<file path="src/core/bdmm_pkg.sv">
package bdmm_pkg;

  // Data widths
  localparam int unsigned DATA_W     = 8;
  localparam int unsigned FILE_AW    = 8;
  localparam int unsigned INSTR_AW   = 7;
  localparam int unsigned RAM_IDX_W  = 7;
  localparam int unsigned RAM_DEPTH  = 128;
  localparam int unsigned APB_DW     = 32;
  localparam int unsigned APB_AW     = 32;

  // APB placement: byte address is four times the file index
  localparam int unsigned APB_IDX_LSB = 2;
  localparam int unsigned APB_IDX_MSB = 8;

  // Core register indices, same offset in both banks
  localparam logic [6:0] IDX_INDIRECT = 7'h00;
  localparam logic [6:0] IDX_PC_LOW   = 7'h02;
  localparam logic [6:0] IDX_STATUS   = 7'h03;
  localparam logic [6:0] IDX_POINTER  = 7'h04;
  localparam logic [6:0] IDX_PC_LATCH = 7'h0A;
  localparam logic [6:0] IDX_IRQ_CTRL = 7'h0B;

  // Layout of each bank
  localparam logic [6:0] REG_SPAN     = 7'h20;
  localparam logic [7:0] ALIAS_BASE   = 8'hF0;
  localparam logic [7:0] SMALL_BASE   = 8'h40;
  localparam logic [7:0] LARGE_BASE0  = 8'h20;
  localparam logic [7:0] LARGE_BASE1  = 8'h40;
  localparam logic [7:0] LARGE_TOP1   = 8'hBF;

  // Status field positions
  localparam int unsigned ST_BANK_SEL = 5;
  localparam int unsigned ST_UPPER    = 6;
  localparam int unsigned ST_IND_BANK = 7;

  // Reset values
  localparam logic [7:0]  CORE_RST    = 8'h00;
  localparam logic [31:0] PRDATA_RST  = 32'h00000000;

  // Kind of location a file address lands on
  typedef enum logic [1:0] {
    BDMM_KIND_NONE = 2'b00,
    BDMM_KIND_RAM  = 2'b01,
    BDMM_KIND_CORE = 2'b10,
    BDMM_KIND_IND  = 2'b11
  } bdmm_kind_e;

endpackage : bdmm_pkg

</file>
<file path="src/core/bdmm_map_if.sv">
`timescale 1ns/100ps
interface bdmm_map_if;
  import bdmm_pkg::*;

  logic [FILE_AW-1:0]   file_addr;
  bdmm_kind_e           kind;
  logic [RAM_IDX_W-1:0] ram_idx;
  logic                 wr_en;
  logic [DATA_W-1:0]    wdata;
  logic [DATA_W-1:0]    rdata;

  modport dec  (input file_addr, output kind, output ram_idx);
  modport ram  (input ram_idx, input wr_en, input wdata, output rdata);
  modport core (output file_addr, output wr_en, output wdata, input kind, input ram_idx, input rdata);

endinterface : bdmm_map_if

</file>
<file path="src/core/bdmm_decode.sv">
`timescale 1ns/100ps
module bdmm_decode
  import bdmm_pkg::*;
#(
  parameter bit LARGE_VARIANT = 1'b1
) (
  bdmm_map_if.dec map
);

  logic [7:0] folded;
  logic [7:0] offs;

  // Sort a full file address into kind and storage index
  always_comb begin
    folded      = map.file_addr;
    offs        = 8'h00;
    map.kind    = BDMM_KIND_NONE;
    map.ram_idx = '0;
    if (map.file_addr >= ALIAS_BASE) begin
      folded = {1'b0, map.file_addr[6:0]};
    end
    if (folded[6:0] == IDX_INDIRECT) begin
      map.kind = BDMM_KIND_IND;
    end else if (folded[6:0] < REG_SPAN) begin
      if (folded[6:0] == IDX_PC_LOW || folded[6:0] == IDX_STATUS || folded[6:0] == IDX_POINTER ||
          folded[6:0] == IDX_PC_LATCH || folded[6:0] == IDX_IRQ_CTRL) begin
        map.kind = BDMM_KIND_CORE;
      end
    end else if (LARGE_VARIANT) begin
      if (!folded[7]) begin
        offs        = folded - LARGE_BASE0;
        map.kind    = BDMM_KIND_RAM;
        map.ram_idx = offs[RAM_IDX_W-1:0];
      end else if (folded <= LARGE_TOP1) begin
        offs        = folded - LARGE_BASE1;
        map.kind    = BDMM_KIND_RAM;
        map.ram_idx = offs[RAM_IDX_W-1:0];
      end
    end else begin
      if (!folded[7] && folded >= SMALL_BASE) begin
        offs        = folded - SMALL_BASE;
        map.kind    = BDMM_KIND_RAM;
        map.ram_idx = offs[RAM_IDX_W-1:0];
      end
    end
  end

endmodule : bdmm_decode

</file>
<file path="src/core/bdmm_gpr_ram.sv">
`timescale 1ns/100ps
module bdmm_byte_ram
  import bdmm_pkg::*;
(
  input  wire logic pclk,
  input  wire logic presetn,
  bdmm_map_if.ram   map
);

  logic [DATA_W-1:0] mem_ff  [RAM_DEPTH];
  logic [DATA_W-1:0] nxt_mem [RAM_DEPTH];

  // One byte per location; only the indexed byte takes a write
  always_comb begin
    for (int i = 0; i < RAM_DEPTH; i++) begin
      nxt_mem[i] = mem_ff[i];
    end
    if (map.wr_en) begin
      nxt_mem[map.ram_idx] = map.wdata;
    end
  end

  // Cleared at reset so reads never show unknowns
  always_ff @(posedge pclk or negedge presetn) begin
    if (!presetn) begin
      for (int i = 0; i < RAM_DEPTH; i++) begin
        mem_ff[i] <= CORE_RST;
      end
    end else begin
      for (int i = 0; i < RAM_DEPTH; i++) begin
        mem_ff[i] <= nxt_mem[i];
      end
    end
  end

  assign map.rdata = mem_ff[map.ram_idx]; // Combinational read, sampled by the top

endmodule : bdmm_byte_ram

</file>
<file path="src/core/bdmm_top.sv">
// The APB slave port was chosen for this implementation.
`timescale 1ns/100ps
module bdmm_top
  import bdmm_pkg::*;
#(
  parameter bit LARGE_VARIANT = 1'b1
) (
  input  wire logic              pclk,
  input  wire logic              presetn,
  input  wire logic              psel,
  input  wire logic              penable,
  input  wire logic              pwrite,
  input  wire logic [APB_AW-1:0] paddr,
  input  wire logic [APB_DW-1:0] pwdata,
  output logic      [APB_DW-1:0] prdata,
  output logic                   pready,
  output logic                   pslverr,
  output logic      [DATA_W-1:0] status_flags,
  output logic      [DATA_W-1:0] file_select_pointer,
  output logic                   bank_select_bit
);

  bdmm_map_if map ();

  // Core registers, one physical copy each
  logic [DATA_W-1:0] pc_low_ff,   nxt_pc_low;
  logic [DATA_W-1:0] status_ff,   nxt_status;
  logic [DATA_W-1:0] pointer_ff,  nxt_pointer;
  logic [DATA_W-1:0] pc_latch_ff, nxt_pc_latch;
  logic [DATA_W-1:0] irq_ctrl_ff, nxt_irq_ctrl;
  logic [APB_DW-1:0] prdata_ff, nxt_prdata;

  logic [INSTR_AW-1:0] instr_addr;
  logic [FILE_AW-1:0]  direct_addr;
  logic                apb_ok;
  logic                setup_ph;
  logic                access_ph;
  logic                wr_take;
  logic [DATA_W-1:0]   rd_byte;
  logic [DATA_W-1:0]   core_byte;

  // Shared mux over the five core registers
  function automatic logic [DATA_W-1:0] core_read(
    input logic [6:0]        idx,
    input logic [DATA_W-1:0] pc_low,
    input logic [DATA_W-1:0] st,
    input logic [DATA_W-1:0] ptr,
    input logic [DATA_W-1:0] pc_latch,
    input logic [DATA_W-1:0] irq_ctrl
  );
    logic [DATA_W-1:0] v;
    v = '0;
    case (idx)
      IDX_PC_LOW:   v = pc_low;
      IDX_STATUS:   v = st;
      IDX_POINTER:  v = ptr;
      IDX_PC_LATCH: v = pc_latch;
      IDX_IRQ_CTRL: v = irq_ctrl;
      default:    v = '0;
    endcase
    return v;
  endfunction : core_read

  // APB phases; only word-aligned addresses inside the window are mapped
  assign instr_addr = paddr[APB_IDX_MSB:APB_IDX_LSB];
  assign apb_ok     = (paddr[APB_AW-1:APB_IDX_MSB+1] == '0) && (paddr[APB_IDX_LSB-1:0] == '0);
  assign setup_ph   = psel & ~penable;
  assign access_ph  = psel & penable;
  assign wr_take    = access_ph & pwrite & apb_ok;

  assign direct_addr = {status_ff[ST_BANK_SEL], instr_addr};

  // indirect slot uses pointer
  // The pointer reaches both banks on its own, so the reserved bank bits play no part
  assign map.file_addr = (instr_addr == IDX_INDIRECT) ? pointer_ff : direct_addr;
  assign map.wdata     = pwdata[DATA_W-1:0];

  assign map.wr_en = wr_take && (map.kind == BDMM_KIND_RAM);

  bdmm_decode #(
    .LARGE_VARIANT (LARGE_VARIANT)
  ) u_decode (
    .map (map.dec)
  );

  bdmm_byte_ram u_byte_ram (
    .pclk    (pclk),
    .presetn (presetn),
    .map     (map.ram)
  );

  // Read value of the addressed location
  always_comb begin
    core_byte = core_read(map.file_addr[6:0], pc_low_ff, status_ff, pointer_ff, pc_latch_ff, irq_ctrl_ff);
    case (map.kind)
      BDMM_KIND_RAM:  rd_byte = map.rdata;
      BDMM_KIND_CORE: rd_byte = core_byte;
      default:       rd_byte = '0;
    endcase
  end

  // Next values of core registers and read data
  always_comb begin
    nxt_pc_low   = pc_low_ff;
    nxt_status   = status_ff;
    nxt_pointer  = pointer_ff;
    nxt_pc_latch = pc_latch_ff;
    nxt_irq_ctrl = irq_ctrl_ff;
    nxt_prdata   = prdata_ff;
    if (wr_take && map.kind == BDMM_KIND_CORE) begin
      case (map.file_addr[6:0])
        IDX_PC_LOW:   nxt_pc_low   = map.wdata;
        IDX_STATUS:   nxt_status   = map.wdata;
        IDX_POINTER:  nxt_pointer  = map.wdata;
        IDX_PC_LATCH: nxt_pc_latch = map.wdata;
        IDX_IRQ_CTRL: nxt_irq_ctrl = map.wdata;
        default:      nxt_pc_low   = pc_low_ff;
      endcase
    end
    // Read data caught in the setup phase, so it is a flop in the access phase
    if (setup_ph && !pwrite) begin
      nxt_prdata = apb_ok ? {{(APB_DW-DATA_W){1'b0}}, rd_byte} : PRDATA_RST;
    end
  end

  always_ff @(posedge pclk or negedge presetn) begin
    if (!presetn) begin
      pc_low_ff   <= CORE_RST;
      status_ff   <= CORE_RST;
      pointer_ff  <= CORE_RST;
      pc_latch_ff <= CORE_RST;
      irq_ctrl_ff <= CORE_RST;
      prdata_ff   <= PRDATA_RST;
    end else begin
      pc_low_ff   <= nxt_pc_low;
      status_ff   <= nxt_status;
      pointer_ff  <= nxt_pointer;
      pc_latch_ff <= nxt_pc_latch;
      irq_ctrl_ff <= nxt_irq_ctrl;
      prdata_ff <= nxt_prdata;
    end
  end

  // Zero wait states; error for misaligned addresses and outside the register window
  assign pready              = 1'b1;
  assign pslverr             = access_ph & ~apb_ok;
  assign prdata              = prdata_ff;
  assign status_flags        = status_ff;
  assign file_select_pointer = pointer_ff;
  assign bank_select_bit     = status_ff[ST_BANK_SEL];

endmodule : bdmm_top

</file>
<file path="config.mk">
export PLATFORM = sky130hd
export DESIGN_NAME = bdmm_top
export DESIGN_NICKNAME = d
export VERILOG_FILES = /design/src/core/bdmm_pkg.sv /design/src/core/bdmm_map_if.sv /design/src/core/bdmm_decode.sv /design/src/core/bdmm_gpr_ram.sv /design/src/core/bdmm_top.sv
export SDC_FILE = /design/constraint.sdc
export NUM_CORES = 2
export LEC_CHECK = 0
export BUFFER_PORTS_ARGS = -buffer_cell sky130_fd_sc_hd__buf_4
export CORE_UTILIZATION = 45
export DETAILED_ROUTE_END_ITERATION = 7
export PLACE_DENSITY_LB_ADDON = 0.1
export SETUP_SLACK_MARGIN = 0.3
export SLEW_MARGIN = 40
export SYNTH_ARGS = -nofsm -noshare
export SYNTH_HDL_FRONTEND = slang
export SYNTH_SLANG_ARGS = --single-unit
</file>
<file path="constraint.sdc">
create_clock -name pclk -period 5.9 [get_ports pclk]
set_input_delay 1.475 -clock pclk [delete_from_list [all_inputs] [get_ports pclk]]
set_output_delay 1.475 -clock pclk [all_outputs]
set_load 0.02 [all_outputs]
</file>
# Word-level counts from Yosys, hierarchy flattened
# Index checks and enable logic that the tools add are counted.
classes:
  reduce_logical: 19
  eq_ne: 12
  bitwise_logic: 8
  magnitude_cmp: 5
  mux: 20
  addsub: 2
op_table:
  columns: ["operator", "count"]
  rows:
  - ["$bwmux 1024", 1]
  - ["$bmux 8 s7", 1]
  - ["$demux 8 s7", 1]
  - ["$mux 8", 6]
  - ["$pmux 8 s5", 1]
  - ["$eq 7x2->1 const B", 4]
  - ["$eq 7x4->1 const B", 4]
  - ["$mux 7", 4]
  - ["$logic_not 23->1", 1]
  - ["$ge 8x8->1 const B", 2]
  - ["$pmux 8 s2", 1]
  - ["$eq 7x3->1 const B", 2]
  - ["$logic_not 7->1", 2]
  - ["$reduce_and 2->1", 5]
  - ["$le 8x8->1 const B", 1]
  - ["$lt 8x1->1 const B", 1]
  - ["$not 7->8", 1]
  - ["$lt 7x6->1 const B", 1]
  - ["$sub 7x6->7 const B", 1]
  - ["$sub 7x7->7 const B", 1]
  - ["$mux 2", 3]
  - ["$and 1x1->1", 5]
  - ["$logic_and 1x1->1", 5]
  - ["$logic_or 1x1->1", 4]
  - ["6 further kinds", 8]
totals:
  register_bits: 1096
  out_inout_bits: 51
  elab_cells: 200
  input_bits: 69

# Depth between registers and ports, before layout
logic_depth:
  word_depth: 15
  depth_mapped: 21
  ltp_nobuf: 16

# By module
# A second synthesis with hierarchy kept.
hier_totals:
  hier_cells: 3831
  area_unflattened_um2: 49835.3
by_module_without_submodules:
  columns: ["module", "seq_area_each_um2", "n_inst", "area_each_um2", "cells_each"]
  rows:
  - ["bdmm_byte_ram", 25624.6, 1, 46679.8, 3533]
  - ["bdmm_top", 1201.2, 1, 2984.1, 274]
  - ["bdmm_decode", 0.0, 1, 171.4, 24]

# Worst setup path after synthesis
# OpenSTA, ideal clock, no wires.
synth_path:
  kind: "input port to flip-flop"
  startpoint: "input paddr[2]"
  endpoint: "register u_byte_ram.mem_ff[440] (netlist bit)"
  path_buffers: 5
  stages: 21
  setup_time_ns: 0.125
  path_slack_ns: 0.083
  required_ns: 5.775
  arrival_ns: 5.692
  path_cell_list: "buf_2 -> nor4_1 -> buf_2 -> a31o_2 -> inv_1 -> ha_1 -> nand3b_1 -> o32a_1 -> o211ai_1 -> buf_2 -> clkbuf_1 -> a31oi_1 -> inv_1 -> ha_1 -> inv_1 -> or2_2 -> nor2_2 -> nand2_1 -> buf_2 -> nor2_1 -> mux2_2"
synth_between:
  elab_chain_len: 15
  word_cells_on_any_way: 36
  cone_classes: "add/sub (2); order compare (5); eq/ne (6); mux (14); bitwise (1); reduce/logical (8)"
synth_rtl:
  columns: ["item", "line_no", "source"]
  rows:
  - ["start: declaration", "bdmm_top.sv:13", "input wire logic [APB_AW-1:0] paddr,"]
  - ["$logic_not 7->1", "bdmm_top.sv:75", "assign map.file_addr = (instr_addr == IDX_INDIRECT) ? pointer_ff : direct_addr;"]
  - ["$mux 8 (*)", "bdmm_top.sv:75", null]
  - ["$ge 8x8->1", "bdmm_decode.sv:19", "if (map.file_addr >= ALIAS_BASE) begin"]
  - ["$mux 8 (*)", "bdmm_decode.sv:19", null]
  - ["$le 8x8->1", "bdmm_decode.sv:34", "end else if (folded <= LARGE_TOP1) begin"]
  - ["$mux 7", "bdmm_decode.sv:34", null]
  - ["$mux 7", "bdmm_decode.sv:30", "if (!folded[7]) begin"]
  - ["$mux 7", "bdmm_decode.sv:24", "end else if (folded[6:0] < REG_SPAN) begin"]
  - ["$mux 7", "bdmm_decode.sv:22", "if (folded[6:0] == IDX_INDIRECT) begin"]
  - ["$not 7->8 (implied by the code)", "bdmm_gpr_ram.sv:19", "nxt_mem[map.ram_idx] = map.wdata;"]
  - ["$ge 8x8->1 (implied by the code) or $lt 8x1->1 (tied branches)", "bdmm_gpr_ram.sv:19", null]
  - ["$logic_and 1x1->1 (implied by the code)", "bdmm_gpr_ram.sv:19", null]
  - ["$mux 8 (implied by the code)", "bdmm_gpr_ram.sv:19", null]
  - ["$demux 8 s7", "bdmm_gpr_ram.sv:19", null]
  - ["$bwmux 1024", "bdmm_gpr_ram.sv:19", null]
  - ["end signal: indexed assignment", "bdmm_gpr_ram.sv:31", "mem_ff[i] <= nxt_mem[i];"]
  - ["end: declaration", "bdmm_gpr_ram.sv:10", "logic [DATA_W-1:0] mem_ff [RAM_DEPTH];"]
# Mark *: on every way between the ends. The rest lies on a longest branch, timed or not.
# A chain may end at the register's enable or synchronous reset.

# Final worst setup path
layout_path:
  startpoint: "input paddr[2]"
  endpoint: "register u_byte_ram.mem_ff[354] (netlist bit)"
# The elaborated chain is that of the path after synthesis.

==> metrics.txt <==
fin crit share=0.9164; CP Launch Type=input pin; first-pass GRT wire length=242,300 um; Pleak=28.08 nW; most used flip-flop cell after synthesis=dfrtp_1; VDD IR max=0.2187 mV; clk_skew=24.80 ps; area leader, netlist=dfrtp_1; vias in the first global route=35,083; initial antenna violation count=5; synth unique cells=74; Max-slew headroom=0.4148; Tot GR Track Use=0.2878; Avg Cell Area, Syn=11.75 um^2; TritonCTS clock tree=built; Worst EP arrival=6000 ps; post_cts resized=0; post-layout util=0.5286; Fmax=0.1850 GHz; CP Max Fanout=13; Total Routed Length=161,000 um; setup bufs post-CTS=0; Yosys warning count=0; fraction of layout cells with a size suffix above 1=0.3763; die height=336.3 um; post-place setup slack=-78.42 ps; max-slew violations=0; CTS root buf=clkbuf_16; Port Buffers=70; Cells on Worst Hold Path=1; synthesized area=0.05028 mm^2; Final Non-Filler Cells=6,020; Power Dens Cells=279.3 mW/mm^2; Clock Sinks=1,072; CP Capture Type=register; DRT antenna net count=0; TNS Setup=0 ps; placed instance count=5,803; Max Cap Viol=0; overflow left after global routing=0; pin count of the biggest net entering global routing=135; setup repair after global routing missed its margin=no; clk buf depth=3; fin nets=4,506; final setup violation count=0; # IOs=120; Final Hold Vio Count=0; DR WL/cell=26.74 um; sequential area share after synthesis=0.5335; Yosys reg bits=1,072; outcome=completed; share of the synthesized area in the top cell type=0.5335; H-tree lvl count=3; post-DP HPWL=103,600 um; post-layout min period=5407 ps; count leader, synth=mux2_2; Worst-Margin Slew=870.4 ps; CP Class=in -> reg; die extent in x=336.3 um; top cells by count, synth=mux2_2, dfrtp_1, nand2_1, clkbuf_1, nand3_1; RePlAce Congestion=0.9258; async set-reset flop share out of synthesis=1.000; site row count=122; EDFF count, synth=0; drt pass-1 iters=6; core footprint=0.1107 mm^2; Syn Inst Count=4,279; Worst Hold Class=reg -> reg; R2R depth=14; DR vias=35,672; Layout area overhead=16.35%; synth top area cells=dfrtp_1, mux2_2, nand2_1; CTS Hold Bufs=0; initial DRC count=3,021; filler cell count=9,783; DR DRC count=0; Initial Utilization=0.4543; later-pin clock latency in the skew report=720 ps; CTS Buf Count=116; Avg Vias per Cell=5.926; critical path required time=6490 ps; clk slew on worst S/H paths=60 ps; setup slack after layout=493.1 ps; die area=0.1131 mm^2
[logic make-up after synthesis]
family | Yosys count | synth area share
buffers and inverters | 339 | 0.02941
AOI/OAI and AO/OA | 445 | 0.06552
other | 2 | 0.0001494
muxes | 1192 | 0.2642
and+or+nand+nor | 1226 | 0.1065
DFF | 1072 | 0.5335
adders and majority gates | 3 | 0.0007466
[sequential cells by signal (all words and copies together), names as in the netlist]
signal / count
pc_low_ff: 8
u_byte_ram.mem_ff: 1024
status_flags: 8
irq_ctrl_ff: 8
prdata: 8
file_select_pointer: 8
pc_latch_ff: 8
[per-stage QoR]
step	hold slack (ps)	total power, W	cell area, um^2
floorplan	455.7	0.008002	50440
global placement	470.4	0.008720	54340
detailed placement	477.0	0.008721	54400
CTS	490.4	0.01648	58490
global route	509.3	0.01684	58500
finish	491.2	0.01634	58500
[report_power, final]
group              switching, W  internal (W)  total [W]
registers      0.00000000000813       0.00735    0.00735
logic                  0.000926      0.000312    0.00124
clock network           0.00307       0.00468    0.00775
total                   0.00400        0.0123     0.0163
[cell usage in the layout, fill, tap and decap left out, types with 9 or more instances in the layout]
cell       Yosys  final
mux2_2      1077   1077
dfrtp_1     1072   1072
nand2_1      727    724
buf_4         31    265
nand3_1      184    184
clkbuf_16      0    117
nor2_1       125    115
mux2i_1      113    113
buf_12         0     67
a31oi_1       50     50
a21oi_1       50     49
nor2_2        52     47
and3_1        47     47
clkbuf_8       0     42
o22ai_1       39     39
a32oi_1       38     38
o21ai_0       34     34
a22oi_1       26     26
conb_1         2     25
nand4_1       23     23
a211oi_1      23     23
clkbuf_1     196     23
nor2_4         5     20
nor3_1        21     19
a41oi_1       19     19
o31ai_1       17     17
a32o_1        17     17
a211o_1       16     16
clkinv_2       0     16
o221ai_1      15     15
nor4_1        14     13
inv_1         12     12
o211ai_1      12     12
bufinv_16      0     12
a221oi_1       9      9
a222oi_1       9      9
[worst max-delay path: stages]
cell	delay (ps)
buf_4	110
nor4_1	700
a31o_2	290
inv_1	80
ha_1	230
nand3b_1	160
o32a_1	330
o211ai_1	120
buf_4	210
buf_4	260
nand2_4	110
buf_4	220
nor2_1	330
nand2_1	440
nor2_2	530
mux2_2	390
[worst paths after layout]
check / to / slack [ps] / start
max: u_byte_ram.mem_ff[354] / 490 / paddr[2]
min: u_byte_ram.mem_ff[948] / 490 / u_byte_ram.mem_ff[948]
max reg2reg: prdata[1] / 1350 / file_select_pointer[5]
min reg2reg: u_byte_ram.mem_ff[948] / 490 / u_byte_ram.mem_ff[948]
max in group asynchronous: u_byte_ram.mem_ff[609] / 3840 / presetn
min in group asynchronous: u_byte_ram.mem_ff[105] / 650 / presetn
[metal layers]
layer  wire [um]  GRT usage
met5          39          0
met4        4981    0.09395
met3        9777    0.04516
met2       71220     0.4285
met1       74980     0.4266
[area by class of cell]
| class | instances | area (um^2) | share of cell area |
|---|---|---|---|
| clock inverters | 33 | 493.0 | 0.008427 |
| repair buffers | 341 | 3448 | 0.05894 |
| multi-input cells | 2891 | 22230 | 0.3800 |
| well taps | 1488 | 1862 | 0.03182 |
| flip-flops and latches | 1072 | 26830 | 0.4585 |
| diodes | 1 | 2.502 | 0.00004277 |
| clock buffers | 182 | 3592 | 0.06140 |
| inverters | 12 | 45.04 | 0.0007699 |
Note: power is estimated with default switching activity, not from simulation.
